<file path="src/hw/exec_consts.svh">
// Operation
// - File minus W sets carry if W <= file, digit carry per nibble.
// - Borrow subtract: W minus file minus inverted carry, updates flags.
// - Destination bit 0 writes W, bit 1 writes the file register.
// - File addresses span 0 to 127; destination selector is one bit.
// - Nibble swap exchanges operand nibbles, leaves status flags alone.
// - Swap with no destination selector writes the file register.
// - Direction load copies W to port A, B or C direction for 5, 6, 7.
// - XOR literal with W writes W and updates only the zero flag.
// - XOR W with file routes by destination bit and updates only zero.
`ifndef EXEC_CONSTS_SVH
`define EXEC_CONSTS_SVH

// Register byte offsets
`define OFF_CMD 8'h00
`define OFF_WREG 8'h04
`define OFF_STATUS 8'h08
`define OFF_FOPND 8'h0C
`define OFF_FILE_WB 8'h10
`define OFF_PORT_DIR 8'h14

// Command word fields
`define CMD_MSB 19
`define CMD_LIT_LSB 0
`define CMD_ADDR_LSB 8

// Status bit positions
`define ST_C 0
`define ST_DIG 1
`define ST_Z 2

// File write-back readback fields
`define WB_VALID 15
`define WB_ADDR_LSB 8

// Port direction readback lanes
`define DIR_A_LSB 0
`define DIR_B_LSB 8
`define DIR_C_LSB 16

// Direction-load operand codes and file address limit
`define DIR_SEL_A 7'h05
`define DIR_SEL_B 7'h06
`define DIR_SEL_C 7'h07
`define FADDR_MAX 7'h7F

// Reset values
`define W_RST 8'h00
`define FOPND_RST 8'h00
`define DIR_RST 8'hFF

`endif

</file>
<file path="src/hw/exec_pkg.sv">
package exec_pkg;

    typedef enum logic [2:0] {
        op_sub_w_from_file,
        op_sub_with_borrow,
        op_nibble_swap_file,
        op_load_port_direction,
        op_xor_literal_into_w,
        op_xor_w_with_file,
        op_rsvd_a,
        op_rsvd_b
    } op_t;

    typedef struct packed {
        op_t op;
        logic d_given;
        logic d;
        logic [6:0] faddr;
        logic [7:0] lit;
    } cmd_t;

    typedef struct packed {
        logic [7:0] result;
        logic c;
        logic dig;
        logic z;
        logic upd_c;
        logic upd_dig;
        logic upd_z;
        logic to_w;
        logic to_file;
        logic to_dir;
    } alu_out_t;

endpackage

</file>
<file path="src/hw/exec_alu.sv">
`timescale 1ns/10ps
`default_nettype none
module exec_alu (
    // Decoded command and operands
    input wire exec_pkg::cmd_t cmd,
    input wire logic [7:0] w,
    input wire logic [7:0] fop,
    input wire logic c_in,
    // Result, flags and routing
    output var exec_pkg::alu_out_t res
);
    logic [8:0] diff;
    logic [4:0] ndiff;
    logic dest_file;

    always_comb begin
        res = '0;
        diff = '0;
        ndiff = '0;
        dest_file = cmd.d;
        if (cmd.op == exec_pkg::op_nibble_swap_file && !cmd.d_given) begin
            dest_file = 1'b1;
        end
        case (cmd.op)
            exec_pkg::op_sub_w_from_file: begin
                diff = {1'b0, fop} - {1'b0, w};
                ndiff = {1'b0, fop[3:0]} - {1'b0, w[3:0]};
                res.result = diff[7:0];
                res.c = ~diff[8];
                res.dig = ~ndiff[4];
                res.upd_c = 1'b1;
                res.upd_dig = 1'b1;
                res.upd_z = 1'b1;
            end
            exec_pkg::op_sub_with_borrow: begin
                diff = {1'b0, w} - {1'b0, fop} - {8'h00, ~c_in};
                ndiff = {1'b0, w[3:0]} - {1'b0, fop[3:0]} - {4'h0, ~c_in};
                res.result = diff[7:0];
                res.c = ~diff[8];
                res.dig = ~ndiff[4];
                res.upd_c = 1'b1;
                res.upd_dig = 1'b1;
                res.upd_z = 1'b1;
            end
            exec_pkg::op_nibble_swap_file: begin
                res.result = {fop[3:0], fop[7:4]};
            end
            exec_pkg::op_load_port_direction: begin
                res.result = w;
            end
            exec_pkg::op_xor_literal_into_w: begin
                res.result = w ^ cmd.lit;
                res.upd_z = 1'b1;
            end
            exec_pkg::op_xor_w_with_file: begin
                res.result = w ^ fop;
                res.upd_z = 1'b1;
            end
            default: begin
                res.result = 8'h00;
            end
        endcase
        res.z = (res.result == 8'h00);
        case (cmd.op)
            exec_pkg::op_load_port_direction: res.to_dir = 1'b1;
            exec_pkg::op_xor_literal_into_w: res.to_w = 1'b1;
            exec_pkg::op_rsvd_a, exec_pkg::op_rsvd_b: res.to_w = 1'b0;
            default: begin
                res.to_file = dest_file;
                res.to_w = ~dest_file;
            end
        endcase
    end
endmodule // exec_alu
`default_nettype wire

</file>
<file path="src/hw/subtract_swap_xor_load_port_direction_exec.sv">
// Our own choices: the placing of the registers and register access over APB.
`timescale 1ns/10ps
`default_nettype none
`include "exec_consts.svh"
module subtract_swap_xor_load_port_direction_exec (
    // Clock and reset
    input wire logic pclk,
    input wire logic presetn,
    // APB slave
    input wire logic psel,
    input wire logic penable,
    input wire logic pwrite,
    input wire logic [7:0] paddr,
    input wire logic [31:0] pwdata,
    output logic [31:0] prdata_q,
    output logic pready_q,
    output logic pslverr_q,
    // File register write-back
    output logic file_we_q,
    output logic [6:0] file_addr_q,
    output logic [7:0] file_wdata_q,
    // Port direction registers
    output logic [7:0] port_a_direction_q,
    output logic [7:0] port_b_direction_q,
    output logic [7:0] port_c_direction_q
);
    logic access;
    logic commit;
    logic wr_ok;
    logic exec;
    logic err_d;
    logic cmd_bad;
    logic [31:0] rdata_d;
    exec_pkg::cmd_t cmd_in;
    exec_pkg::alu_out_t res;
    logic [7:0] w_q;
    logic [7:0] fopnd_q;
    logic c_q;
    logic dig_q;
    logic z_q;
    logic [19:0] last_cmd_q;

    assign access = psel & penable & ~pready_q;
    assign commit = psel & penable & pready_q;
    assign wr_ok = commit & pwrite & ~pslverr_q;
    assign cmd_in = exec_pkg::cmd_t'(pwdata[`CMD_MSB:0]);
    assign exec = wr_ok & (paddr == `OFF_CMD);

    // Reserved ops and direction loads outside 5..7 are refused
    always_comb begin
        cmd_bad = 1'b0;
        if (cmd_in.op == exec_pkg::op_rsvd_a ||
            cmd_in.op == exec_pkg::op_rsvd_b) begin
            cmd_bad = 1'b1;
        end
        if (cmd_in.op == exec_pkg::op_load_port_direction &&
            (cmd_in.faddr < `DIR_SEL_A || cmd_in.faddr > `DIR_SEL_C)) begin
            cmd_bad = 1'b1;
        end
    end

    // Read mux and error decode
    always_comb begin
        rdata_d = 32'h0000_0000;
        err_d = 1'b0;
        case (paddr)
            `OFF_CMD: begin
                rdata_d[`CMD_MSB:0] = last_cmd_q;
                err_d = pwrite & cmd_bad;
            end
            `OFF_WREG: rdata_d[7:0] = w_q;
            `OFF_STATUS: begin
                rdata_d[`ST_C] = c_q;
                rdata_d[`ST_DIG] = dig_q;
                rdata_d[`ST_Z] = z_q;
            end
            `OFF_FOPND: rdata_d[7:0] = fopnd_q;
            `OFF_FILE_WB: begin
                rdata_d[`WB_VALID] = file_we_q;
                rdata_d[`WB_ADDR_LSB +: 7] = file_addr_q;
                rdata_d[7:0] = file_wdata_q;
                err_d = pwrite;
            end
            `OFF_PORT_DIR: begin
                rdata_d[`DIR_A_LSB +: 8] = port_a_direction_q;
                rdata_d[`DIR_B_LSB +: 8] = port_b_direction_q;
                rdata_d[`DIR_C_LSB +: 8] = port_c_direction_q;
                err_d = pwrite;
            end
            default: err_d = 1'b1;
        endcase
    end

    // APB answer, one wait state
    always_ff @(posedge pclk or negedge presetn) begin
        if (!presetn) begin
            pready_q <= 1'b0;
            pslverr_q <= 1'b0;
            prdata_q <= 32'h0000_0000;
        end else begin
            pready_q <= access;
            pslverr_q <= access & err_d;
            prdata_q <= (access & ~pwrite & ~err_d) ? rdata_d : 32'h0000_0000;
        end
    end

    exec_alu u_alu (
        .cmd(cmd_in),
        .w(w_q),
        .fop(fopnd_q),
        .c_in(c_q),
        .res(res)
    );

    // Working register
    always_ff @(posedge pclk or negedge presetn) begin
        if (!presetn) begin
            w_q <= `W_RST;
        end else if (exec & res.to_w) begin
            w_q <= res.result;
        end else if (wr_ok & (paddr == `OFF_WREG)) begin
            w_q <= pwdata[7:0];
        end
    end

    // Status flags, each touched only when the op updates it
    always_ff @(posedge pclk or negedge presetn) begin
        if (!presetn) begin
            c_q <= 1'b0;
            dig_q <= 1'b0;
            z_q <= 1'b0;
        end else if (exec) begin
            if (res.upd_c) begin
                c_q <= res.c;
            end
            if (res.upd_dig) begin
                dig_q <= res.dig;
            end
            if (res.upd_z) begin
                z_q <= res.z;
            end
        end else if (wr_ok & (paddr == `OFF_STATUS)) begin
            c_q <= pwdata[`ST_C];
            dig_q <= pwdata[`ST_DIG];
            z_q <= pwdata[`ST_Z];
        end
    end

    // File operand and command readback
    always_ff @(posedge pclk or negedge presetn) begin
        if (!presetn) begin
            fopnd_q <= `FOPND_RST;
            last_cmd_q <= 20'h0_0000;
        end else begin
            if (wr_ok & (paddr == `OFF_FOPND)) begin
                fopnd_q <= pwdata[7:0];
            end
            if (exec) begin
                last_cmd_q <= pwdata[`CMD_MSB:0];
            end
        end
    end

    // File write-back strobe
    always_ff @(posedge pclk or negedge presetn) begin
        if (!presetn) begin
            file_we_q <= 1'b0;
            file_addr_q <= 7'h00;
            file_wdata_q <= 8'h00;
        end else begin
            file_we_q <= exec & res.to_file;
            if (exec & res.to_file) begin
                file_addr_q <= cmd_in.faddr;
                file_wdata_q <= res.result;
            end
        end
    end

    // Port direction registers
    always_ff @(posedge pclk or negedge presetn) begin
        if (!presetn) begin
            port_a_direction_q <= `DIR_RST;
            port_b_direction_q <= `DIR_RST;
            port_c_direction_q <= `DIR_RST;
        end else if (exec & res.to_dir) begin
            case (cmd_in.faddr)
                `DIR_SEL_A: port_a_direction_q <= res.result;
                `DIR_SEL_B: port_b_direction_q <= res.result;
                `DIR_SEL_C: port_c_direction_q <= res.result;
                default: port_a_direction_q <= port_a_direction_q;
            endcase
        end
    end

    logic ex_sub;
    logic ex_sbb;
    logic ex_swap;
    logic ex_dir;
    logic ex_xl;
    logic ex_xf;
    assign ex_sub = exec & (cmd_in.op == exec_pkg::op_sub_w_from_file);
    assign ex_sbb = exec & (cmd_in.op == exec_pkg::op_sub_with_borrow);
    assign ex_swap = exec & (cmd_in.op == exec_pkg::op_nibble_swap_file);
    assign ex_dir = exec & (cmd_in.op == exec_pkg::op_load_port_direction);
    assign ex_xl = exec & (cmd_in.op == exec_pkg::op_xor_literal_into_w);
    assign ex_xf = exec & (cmd_in.op == exec_pkg::op_xor_w_with_file);
endmodule // subtract_swap_xor_load_port_direction_exec
`default_nettype wire

</file>
<file path="config.mk">
export PLATFORM = sky130hd
export DESIGN_NAME = subtract_swap_xor_load_port_direction_exec
export DESIGN_NICKNAME = d
export VERILOG_FILES = /design/src/hw/exec_pkg.sv /design/src/hw/exec_alu.sv /design/src/hw/subtract_swap_xor_load_port_direction_exec.sv
export VERILOG_INCLUDE_DIRS = /design/src /design/src/hw
export SDC_FILE = /design/constraint.sdc
export NUM_CORES = 1
export LEC_CHECK = 0
export BUFFER_PORTS_ARGS = -buffer_cell sky130_fd_sc_hd__buf_4
export CAP_MARGIN = 0
export CORE_UTILIZATION = 50
export DETAILED_ROUTE_END_ITERATION = 7
export GPL_TIMING_DRIVEN = 0
export PLACE_DENSITY = 0.77
export SETUP_SLACK_MARGIN = 0.15
export SYNTH_ARGS = -nofsm -noshare
export SYNTH_HDL_FRONTEND = slang
export SYNTH_SLANG_ARGS = --single-unit
export TNS_END_PERCENT = 100
</file>
<file path="constraint.sdc">
create_clock -name pclk -period 3 [get_ports pclk]
set_input_delay 0.45 -clock pclk [delete_from_list [all_inputs] [get_ports pclk]]
set_output_delay 0.45 -clock pclk [all_outputs]
set_load 0.01 [all_outputs]
</file>
Yosys cells after proc, flatten, opt, wreduce, memory -nomap -nowiden
Cells that the tools add are included.
{ "classes": {"eq_ne": 18, "addsub": 6, "n_mux": 28, "bitwise": 28, "order_cmp": 2, "reduce_logical": 22} }
{ "ops": {"columns": ["cell", "count"], "rows": [
  ["$pmux 8 s6", 1],
  ["$pmux 5 s5", 1],
  ["$mux 24", 1],
  ["$pmux 8 s3", 1],
  ["$eq 7x3->1 const B", 3],
  ["$pmux 3 s6", 1],
  ["$sub 8x8->9", 2],
  ["$and 1x1->1", 16],
  ["$eq 8x4->1 const B", 2],
  ["$eq 8x5->1 const B", 2],
  ["$logic_not 8->1", 2],
  ["$mux 8", 2],
  ["$xor 8x8->8", 2],
  ["$mux 1", 15],
  ["$eq 3x3->1 const B", 4],
  ["$reduce_and 2->1", 6],
  ["$not 1->1", 10],
  ["$sub 4x4->5", 2],
  ["$sub 9x1->9", 1],
  ["$eq 8x3->1 const B", 1],
  ["$pmux 4 s2", 1],
  ["$reduce_or 4->1", 2],
  ["$gt 7x3->1 const B", 1],
  ["$lt 7x3->1 const B", 1],
  ["other kinds (16)", 24]
]} }
{ "word_totals": {"wordCells": 119, "regBits": 105, "input_bits": 45} }

Logic depth before layout (Yosys ltp)
Gate-level depths: netlist (run 1).
{ "depth": {"ltp_word": 9, "mapped_depth": 12, "depth_no_buf": 11} }

Hierarchy
A second synthesis (run 1) with hierarchy kept.
{ "unflattened": {"hier_cells": 575, "area_unflattened_um2": 6229.7} }
{ "by_module_without_submodules": {"columns": ["module", "cells_per_inst", "n_inst", "area_per_inst_um2", "seq_area_each_um2"], "rows": [
  ["subtract_swap_xor_load_port_direction_exec", 392, 1, 4852.2, 2657.5],
  ["exec_alu", 183, 1, 1377.6, 0.0]
]} }

Worst setup path before layout (run 1)
No wires, ideal clock.
{ "synth_timing": {"path_type": "reg2reg", "from": "register fopnd_q[0]", "to": "register z_q", "period_less_slack_ns": 2.980, "t_arrival_ns": 2.876, "path_slack_ns": 0.020, "setup_ns": 0.103, "path_stages_with_launch": 9, "n_path_buf": 0, "required_time_ns": 2.897, "path_cell_list": "dfrtp_1 fa_1 inv_1 fa_1 mux2_2 a221o_1 or4_1 or4_1 o41ai_2"} }
{ "synth_between": {"elab_chain_cells": 6} }
{ "synth_rtl": {"columns": ["element", "line", "text"], "rows": [
  ["start: declaration", "subtract_swap_xor_load_port_direction_exec.sv:37", "logic [7:0] fopnd_q;"],
  ["start signal: assignment", "subtract_swap_xor_load_port_direction_exec.sv:152", "fopnd_q <= `FOPND_RST;"],
  ["start signal: assignment", "subtract_swap_xor_load_port_direction_exec.sv:156", "fopnd_q <= pwdata[7:0];"],
  ["$sub 8x8->9", "exec_alu.sv:36", "diff = {1'b0, w} - {1'b0, fop} - {8'h00, ~c_in};"],
  ["$sub 9x1->9", "exec_alu.sv:36", null],
  ["$pmux 8 s6 (*)", "exec_alu.sv:24", "case (cmd.op)"],
  ["$logic_not 8->1 (*)", "exec_alu.sv:63", "res.z = (res.result == 8'h00);"],
  ["$mux 1 (*)", "subtract_swap_xor_load_port_direction_exec.sv:139", "if (res.upd_z) begin"],
  ["$mux 1 (*)", "subtract_swap_xor_load_port_direction_exec.sv:132", "end else if (exec) begin"],
  ["end signal: assignment", "subtract_swap_xor_load_port_direction_exec.sv:140", "z_q <= res.z;"],
  ["end signal: assignment", "subtract_swap_xor_load_port_direction_exec.sv:145", "z_q <= pwdata[`ST_Z];"],
  ["end: declaration", "subtract_swap_xor_load_port_direction_exec.sv:40", "logic z_q;"]
]} }
Every way passes the cells marked *; elsewhere a longest branch is shown, timed or not. The select of a mux whose other input is x is not followed.
A chain may end at the register's enable or synchronous reset.

Worst setup path in the final report (run 1)
Same ends and word-level chain as after synthesis.

==> results.cfg, run 1 <==
[floorplanning]
die_h_um = 111
num_io_pins = 119
core_mm2 = 0.0115
dieArea_mm2 = 0.0124
initial_core_util = 0.518
die-width_um = 111
core.rowCount = 39

[cts]
clock-sinks = 105
cts-buffers-inserted = 9
clk_pin_slew_ns = 0.07
cts_tree = yes
clk_path_buf_depth = 2
worstSkewPairLatency_ns = 0.35
root_buffer = clkbuf_16
h-tree-depth = 3

[layout]
final_common_cell = buf_4
layout.nets = 748
areaGrowthSynthToFinish_pct = 25.3
final_cell_mix = 119 x buf_4, 75 x dfrtp_1, 67 x mux2_2
final_cell_count_no_fill = 826
antenna_cells = 0
drive_gt1_frac = 0.404

[grt]
grt_pass1_wl_um = 25400
grt_remaining_overflow = 0
grt_antenna_before_repair = 0
grt_max_degree = 106
grt_usage = 0.264
grt_pass1_vias = 4747

[critical_path]
critPathLaunchType = register
crit_chain = fa_2 > inv_2 > fa_1 > mux2_4 > a221o_2 > or4_1 > or4_4 > o41ai_2
worst_setup_path_end_kind = register
cp_slowest_cell = dfrtp_2
crit_required_ns = 3.25
crit_family = simple AND/OR/NAND/NOR gates
critPathArrivalTime_ns = 3.32
crit_fanout = 3
path_buf_inv = 1
max_stage_delay_ns = 0.44
worst-setup-path-type = register to register

[synth]
yosys_warnings = 0
syn_inst = 545
ys_types = 59
synth_top_cells_by_area = dfrtp_1 34%, mux2_2 13%, dfstp_2 11%, mux2i_1 5.2%, ha_1 3.6%
synth.cell_area_mm2 = 0.00597
avgSynthCellArea_um2 = 10.9
ys_seq_area_frac = 0.445
async_reset_ff_frac = 1.00
synth_edf_count = 0
synth_top_area_frac = 0.340
ys_seq_elements = 105
yosysTopAreaCell = dfrtp_1
ys_dominant_reg_cell = dfrtp_1

[power_and_ir_drop]
ir_drop_uv = 519
p_leak_nw = 3.56
p_sw_frac = 0.234
p_int_mw = 2.19
power_switching_uw = 670
p_total_mw = 2.86
comb_power_share = 0.089
power_frac_seq = 0.497
power.density_mw_per_mm2 = 383
power.share.clock = 0.414

[placed_design]
dp_hpwl_um = 11800
gp_congestion = 0.867
port_buffers = 96
placed_cells = 791

[sta]
slew_violations = 0
setup_ws_ns = -0.0697
relSlewSlack = 0.412
fin_crit_ns = 3.07
finalSetupViolCount = 1
min_period_over_period = 1.02
clock_skew_ns = 0.00775
fmax_mhz = 326
rsz0062_at_grt = true
finalHoldViolCount = 0
worst_pin_slew_ns = 0.875

[status]
status = finished, violations left
failed_checks = DRC, setup timing

[route]
drt_iter0_drc = 379
vias = 4823
routed_wl_um = 16000
wire_per_inst_um = 19.4
ant_nets = 0
drt_drc_violations_left = 22
drt_first_pass_iters = 7
viasPerCell = 5.84

[hold_path]
worst_hold_path_type = primary input to register

[job]
max_cap_viol_count = 0
[cell usage after synthesis, types with 3 or more instances]
cell type,n
nor3_1,3
o31ai_1,7
mux2i_1,31
a221oi_1,7
a21oi_1,25
mux4_2,3
fa_1,8
dfstp_2,24
buf_1,4
dfrtp_1,81
nand3_1,10
nand2b_1,3
clkbuf_1,11
mux2_2,69
a211oi_1,3
o21ai_0,16
xor2_1,3
and2_1,9
a22oi_1,12
inv_1,37
nor2_1,55
or4_1,3
xnor2_1,18
nor2b_1,5
buf_4,8
buf_2,4
nand2_1,25
ha_1,17
[power by group through the flow]
stage                     logic [mW]  registers, mW  clock network (mW)
after floorplan                0.119           1.45                   0
after detailed placement       0.237           1.45                   0
final                          0.255           1.42                1.19
after CTS                      0.243           1.42                1.20
after global routing           0.276           1.42                1.24
after global placement         0.233           1.45                   0
[state kept, by name (all words and copies together), names as in the netlist, 7 cells and up]
name and count:
file_wdata_q 8, file_addr_q 7, prdata_q 24, w_q 8
port_c_direction_q 8, fopnd_q 8, port_a_direction_q 8, port_b_direction_q 8
last_cmd_q 20
[worst register-to-register path: cells and delay by family (launching register included)]
| kind | cells | cell delay (ns) |
|---|---|---|
| DFF | 1 | 0.44 |
| and+or+nand+nor | 2 | 0.83 |
| AOI/OAI and AO/OA | 2 | 0.56 |
| muxes | 1 | 0.27 |
| buffers and inverters | 1 | 0.07 |
| adders and majority gates | 2 | 0.80 |
[final timing paths]
path                            cells after the start  slack, ns              to  startpoint
worst min register to register                      2       0.49           dig_q       dig_q
worst max register to register                      8      -0.07             z_q  fopnd_q[0]
max in group asynchronous                           3       1.87      fopnd_q[4]     presetn
worst min-delay path                                2       0.36  last_cmd_q[10]  pwdata[10]
min in group asynchronous                           2       0.45    prdata_q[22]     presetn
worst max-delay path                                8      -0.07             z_q  fopnd_q[0]
[logic make-up after synthesis]
kind of cell / synth area share
simple gates: 0.112
flops: 0.445
mux: 0.194
compound gates: 0.100
buf+inv: 0.0545
fa+ha+maj: 0.0625
xor+xnor: 0.0308
other cells: 0.000628
[layout make-up]
type | count | area [um2]
buffer | 31 | 196
clock buffer | 12 | 246
clock inverter | 4 | 52.6
fill | 903 | 4040
inverter | 37 | 139
multi-input combinational | 379 | 3100
sequential | 105 | 2670
tap | 143 | 179
timing repair buffer | 115 | 902
[metal layers]
metal	track usage	wire length [um]	vias up
li1	-	-	2173
met4	0.0703	274	0
met1	0.362	6830	2419
met3	0.0607	1190	28
met2	0.424	7700	203
met5	0	0	-
[repair_timing]
item	4_1_cts	5_1_grt
pin swaps	7	11
hold buffers	0	1
resized for setup	22	12
hold endpoints to repair	0	1
setup endpoints to repair	22	28
buffers inserted	11	6
[through the flow]
step	util	cell area (um2)	hold slack, ns	TNS, ns	setup slack (ns)
floorplan	-	5990	0.154	0	0.0202
global placement	0.599	6890	0.473	-4.22	-0.563
detailed placement	0.599	6890	0.475	-4.62	-0.552
CTS	0.636	7330	0.356	-0.0778	-0.0778
global route	0.649	7480	0.359	-0.170	-0.170
finish	0.649	7480	0.356	-0.0697	-0.0697
Power figures use the tool's default switching activity.
==> run 2: changes to the inputs <==
--- a/config.mk
+++ b/config.mk
@@ -8,12 +8,13 @@
 export LEC_CHECK = 0
 export BUFFER_PORTS_ARGS = -buffer_cell sky130_fd_sc_hd__buf_4
 export CAP_MARGIN = 0
-export CORE_UTILIZATION = 50
+export CORE_UTILIZATION = 51
 export DETAILED_ROUTE_END_ITERATION = 7
 export GPL_TIMING_DRIVEN = 0
-export PLACE_DENSITY = 0.77
+export PLACE_DENSITY = 0.78
 export SETUP_SLACK_MARGIN = 0.15
 export SYNTH_ARGS = -nofsm -noshare
 export SYNTH_HDL_FRONTEND = slang
+export SYNTH_HIERARCHICAL = 1
 export SYNTH_SLANG_ARGS = --single-unit
 export TNS_END_PERCENT = 100
==> results.cfg, run 2 <==
[sta]
finalSetupViolCount = 9
fin_hold_ws_ns = 0.192
relSlewSlack = 0.382
slew_violations = 0
rsz0062_at_grt = true
clock_skew_ns = 0.00848
finalHoldViolCount = 0
worst_pin_slew_ns = 0.927
min_period_over_period = 1.11
fmax_mhz = 299
setup_ws_ns = -0.344
fin_crit_ns = 3.34

[cts]
worstSkewPairLatency_ns = 0.35
h-tree-depth = 3
root_buffer = clkbuf_16
cts-buffers-inserted = 9
clk_path_buf_depth = 2
clock-sinks = 105
clk_pin_slew_ns = 0.07
cts_tree = yes

[synth]
avgSynthCellArea_um2 = 10.8
yosys_warnings = 6
synth-xor-area-share = 0.0267
synth_top_cells_by_area = dfrtp_1 33%, mux2_2 16%, dfstp_2 10%, ha_1 3.6%, inv_1 3.0%
ys_dominant_reg_cell = dfrtp_1
synth_top_family_by_area = multiplexers
syn_inst = 575
synthMuxAreaShare = 0.191
ys_types = 67
yosys.cell_count.top_type = mux2_2
synth_fa_ha_area_frac = 0.0586
synth.cell_area_mm2 = 0.00623
synth_top_area_frac = 0.325
synth-simple-area-share = 0.114
ys_seq_area_frac = 0.427
ys_top_cells_by_count = 89 x mux2_2, 81 x dfrtp_1, 49 x inv_1, 35 x nor2_1, 24 x dfstp_2
synth_edf_count = 0
synth_compound_area_frac = 0.118
ys_seq_elements = 105
async_reset_ff_frac = 1.00
yosysTopAreaCell = dfrtp_1

[route]
wire_per_inst_um = 21.1
vias = 5284
routed_wl_um = 18100
drt_iter0_drc = 495
ant_nets = 0
drt_first_pass_iters = 5
viasPerCell = 6.14
drt_drc_violations_left = 0

[grt]
grt_pass1_wl_um = 27900
grt_usage = 0.292
grt_antenna_before_repair = 0
grt_remaining_overflow = 0
grt_pass1_vias = 5115
grt_max_degree = 106

[floorplanning]
initial_core_util = 0.521
dieArea_mm2 = 0.0127
num_io_pins = 119
core.rowCount = 40
die_h_um = 113
die-width_um = 113
core_mm2 = 0.0120

[layout]
final_cell_mix = 119 x buf_4, 85 x mux2_2, 76 x dfrtp_1
antenna_cells = 0
reg_top3 = prdata_q (24), last_cmd_q (20)
fillCellCount = 892
drive_gt1_frac = 0.457
areaGrowthSynthToFinish_pct = 27.7
layout.nets = 778
final_common_cell = buf_4
regMostFlops = prdata_q
largest_reg_flops = 24

[status]
status = finished, violations left
failed_checks = setup timing

[power_and_ir_drop]
power.density_mw_per_mm2 = 371
p_total_mw = 2.95
ir_drop_uv = 336
p_leak_nw = 3.71

[critical_path]
worst_setup_path_end_kind = register
r2r-start = w_q[0]
crit_fanout = 6
ff2ff_setup_slack_ns = -0.34
critPathLaunchType = register
r2r-end = z_q
rr_worst_depth = 12
worst-setup-path-type = register to register
critPathArrivalTime_ns = 3.58
crit_required_ns = 3.23

[placed_design]
gp_congestion = 0.926
dp_hpwl_um = 13000
port_buffers = 96

[hold_path]
worst_hold_path_type = primary input to asynchronous set/reset pin

[job]
max_cap_viol_count = 0
run 2: cell type report:
class	instances	area, um2	area share
multi-input cells	389	3510	0.442
flip-flops and latches	105	2660	0.335
repair buffers	115	890	0.112
clock buffers	10	229	0.0288
plain buffers	38	211	0.0266
inverters	50	188	0.0236
well taps	147	184	0.0231
clock inverters	6	75.1	0.00944
run 2: report_power, final:
| group | total (mW) | internal (mW) | switching, mW |
|---|---|---|---|
| Combinational | 0.325 | 0.122 | 0.203 |
| Clock | 1.21 | 0.660 | 0.546 |
| Sequential | 1.42 | 1.42 | 0.00422 |
run 2: repair_timing:
action / in CTS / in global routing
buffers inserted: 10 / 9
hold buffers: 0 / 0
hold endpoints to repair: 0 / 0
setup endpoints to repair: 23 / 27
resized for setup: 35 / 43
pin swaps: 10 / 9
run 2: worst max path at each step:
stage | end | slack, ns | startpoint | depth (start not counted)
CTS | z_q | -0.37 | w_q[2] | 11
detailed placement | z_q | -0.78 | w_q[1] | 11
global placement | z_q | -0.78 | w_q[1] | 11
global route | z_q | -0.46 | c_q | 12
floorplan | z_q | -0.12 | w_q[0] | 13
finish | z_q | -0.34 | w_q[0] | 12
run 2: through the flow:
step | instance area, um2 | setup slack, ns | cells | utilization | setup TNS, ns
detailed placement | 7170 | -0.776 | 825 | 0.600 | -5.27
global placement | 7170 | -0.776 | 825 | 0.600 | -4.71
global route | 7960 | -0.459 | 860 | 0.665 | -2.14
finish | 7960 | -0.344 | 860 | 0.665 | -0.854
CTS | 7700 | -0.368 | 851 | 0.643 | -0.500
floorplan | 6270 | -0.122 | 582 | - | -0.122
run 2: cells by family (layout without fill, tap and decap cells):
group / count (synthesis) / count (layout)
compound gates: 104 / 104
xor+xnor: 19 / 19
fa+ha+maj: 25 / 25
buf+inv: 88 / 219
flops: 105 / 105
mux: 104 / 104
other cells: 1 / 8
simple gates: 129 / 129
run 2: layer usage:
layer / track usage / up-vias / share of wire
li1: - / 2322 / -
met1: 0.382 / 2615 / 0.40
met2: 0.481 / 291 / 0.48
met3: 0.0589 / 56 / 0.086
met4: 0.114 / 0 / 0.033
met5: 0 / - / 0
run 2: critical path, stage by stage, from the launching register on:
cell	delay (ns)
dfrtp_2	0.41
inv_2	0.05
fa_1	0.40
inv_2	0.08
fa_2	0.42
mux4_2	0.48
inv_2	0.10
o22ai_4	0.12
or4_1	0.49
nor2_1	0.12
nor4b_4	0.22
nor2_1	0.07
a222oi_1	0.29
==> run 3: changes to the inputs <==
--- a/config.mk
+++ b/config.mk
@@ -12,7 +12,7 @@
 export DETAILED_ROUTE_END_ITERATION = 7
 export GPL_TIMING_DRIVEN = 0
 export PLACE_DENSITY = 0.78
-export SETUP_SLACK_MARGIN = 0.15
+export SETUP_SLACK_MARGIN = 0.3
 export SYNTH_ARGS = -nofsm -noshare
 export SYNTH_HDL_FRONTEND = slang
 export SYNTH_HIERARCHICAL = 1
==> results.cfg, run 3 (synthesis results as in run 2) <==
[status]
status = finished, violations left
failed_checks = setup timing

[grt]
grt_pass1_wl_um = 28700
grt_remaining_overflow = 0
grt_antenna_before_repair = 0
grt_usage = 0.298
grt_max_degree = 106
grt_pass1_vias = 5191

[critical_path]
worst-setup-path-type = register to register
crit_required_ns = 3.24
crit_chain = inv_2 > fa_2 > inv_1 > ha_2 > xor2_1 > mux4_2 > nor2_4 > a21oi_4 > or4_1 > nor2_1 > nor4b_2 > nor2_1 > a222oi_1
crit_family = simple AND/OR/NAND/NOR gates
critPathArrivalTime_ns = 3.59
crit_fanout = 6
critPathLaunchType = register
max_stage_delay_ns = 0.57
worst_setup_path_end_kind = register
path_buf_inv = 2
cp_slowest_cell = fa_2
ff2ff_setup_slack_ns = -0.36
crit_path_frequent_cell = nor2_1

[route]
viasPerCell = 6.09
wire_per_inst_um = 21.5
drt_drc_violations_left = 0
drt_first_pass_iters = 6
vias = 5228
ant_nets = 0
routed_wl_um = 18400
drt_iter0_drc = 468

[sta]
finalSetupViolCount = 7
min_period_over_period = 1.12
fin_crit_ns = 3.36
clock_skew_ns = 0.00806
worst_pin_slew_ns = 0.928
finalHoldViolCount = 0
slew_violations = 0
setup_ws_ns = -0.356
relSlewSlack = 0.381
rsz0062_at_grt = true
fmax_mhz = 298

[placed_design]
dpl_cell_area_mm2 = 0.00718
gp_congestion = 0.945
port_buffers = 96
dp_hpwl_um = 13100
placed_cells = 825

[layout]
antenna_cells = 0
regArea_mm2 = 0.00267
multi_input_area_mm2 = 0.00344
reg_top3 = prdata_q (24), last_cmd_q (20)
fillCellCount = 932
areaGrowthSynthToFinish_pct = 26.4
postLayoutCellArea_mm2 = 0.00788
largest_reg_flops = 24
final_cell_count_no_fill = 859
layout.nets = 777
drive_gt1_frac = 0.456
regMostFlops = prdata_q
final_common_cell = buf_4
final_cell_mix = 114 x buf_4, 87 x mux2_2, 74 x dfrtp_1

[cts]
cts-buffers-inserted = 9
cts_tree = yes
ctsHoldBuffers = 0
clock-sinks = 105
h-tree-depth = 3
clk_path_buf_depth = 2
worstSkewPairLatency_ns = 0.35
clk_pin_slew_ns = 0.08
root_buffer = clkbuf_16

[floorplanning]
initial_core_util = 0.521
die_h_um = 113
dieArea_mm2 = 0.0127
core_mm2 = 0.0120
num_io_pins = 119
core.rowCount = 40
die-width_um = 113

[job]
max_cap_viol_count = 0

[hold_path]
worst_hold_path_type = primary input to asynchronous set/reset pin

[power_and_ir_drop]
p_leak_nw = 3.69
ir_drop_uv = 278
power.density_mw_per_mm2 = 368
-- run 3: worst paths after layout --
| kind | startpoint | endpoint | cells past startpoint |
|---|---|---|---|
| min in group pclk | pwdata[13] | last_cmd_q[13] | 2 |
| setup reg to reg | w_q[0] | z_q | 13 |
| max in group asynchronous | presetn | w_q[0] | 1 |
| setup / recovery | w_q[0] | z_q | 13 |
| hold / removal | presetn | prdata_q[20] | 1 |
| hold reg to reg | last_cmd_q[0] | last_cmd_q[0] | 1 |
-- run 3: what timing repair did --
| item | CTS | global route |
|---|---|---|
| pin swaps | 18 | 17 |
| buffers inserted | 15 | 3 |
| endpoints found under the setup margin | 36 | 46 |
| resized for setup | 52 | 19 |
| cloned | 0 | 0 |
-- run 3: layer usage --
metal / vias up / share of wire / wire (um) / GRT usage
met5: - / 0 / 0 / 0
met4: 0 / 0.027 / 489 / 0.112
met3: 48 / 0.065 / 1200 / 0.0508
met2: 257 / 0.49 / 9070 / 0.491
met1: 2601 / 0.42 / 7690 / 0.397
li1: 2322 / - / - / -
-- run 3: metrics by stage --
step / setup WS (ns) / hold WS (ns) / power [mW] / util / setup TNS, ns
6_report: -0.356 / 0.205 / 2.90 / 0.658 / -1.38
2_1_floorplan: -0.122 / 0.154 / 1.58 / - / -0.122
5_1_grt: -0.489 / 0.295 / 2.98 / 0.658 / -2.14
3_5_place_dp: -0.699 / 0.495 / 1.72 / 0.600 / -4.72
3_3_place_gp: -0.683 / 0.488 / 1.72 / 0.600 / -4.00
4_1_cts: -0.374 / 0.355 / 2.88 / 0.651 / -0.818
-- run 3: report_power, final --
| group | total, mW | switching, mW | internal, mW |
|---|---|---|---|
| clock | 1.15 | 0.568 | 0.585 |
| combinational | 0.319 | 0.197 | 0.122 |
| sequential | 1.42 | 0.00428 | 1.42 |
-- run 3: area by class of cell --
class | count | area share
clock buffers | 10 | 0.0291
clock inverters | 6 | 0.00731
repair buffers | 114 | 0.114
flip-flops and latches | 105 | 0.339
inverters | 50 | 0.0238
plain buffers | 38 | 0.0268
well taps | 147 | 0.0234
multi-input cells | 389 | 0.437
-- run 3: worst reg2reg max path: cells and delay by family (launching register included) --
kind	cells	cell delay (ns)
AOI/OAI and AO/OA	2	0.36
DFF	1	0.40
adders and majority gates	2	0.82
buffers and inverters	2	0.10
and+or+nand+nor	5	0.92
xor gates and xnor gates	1	0.16
muxes	1	0.50
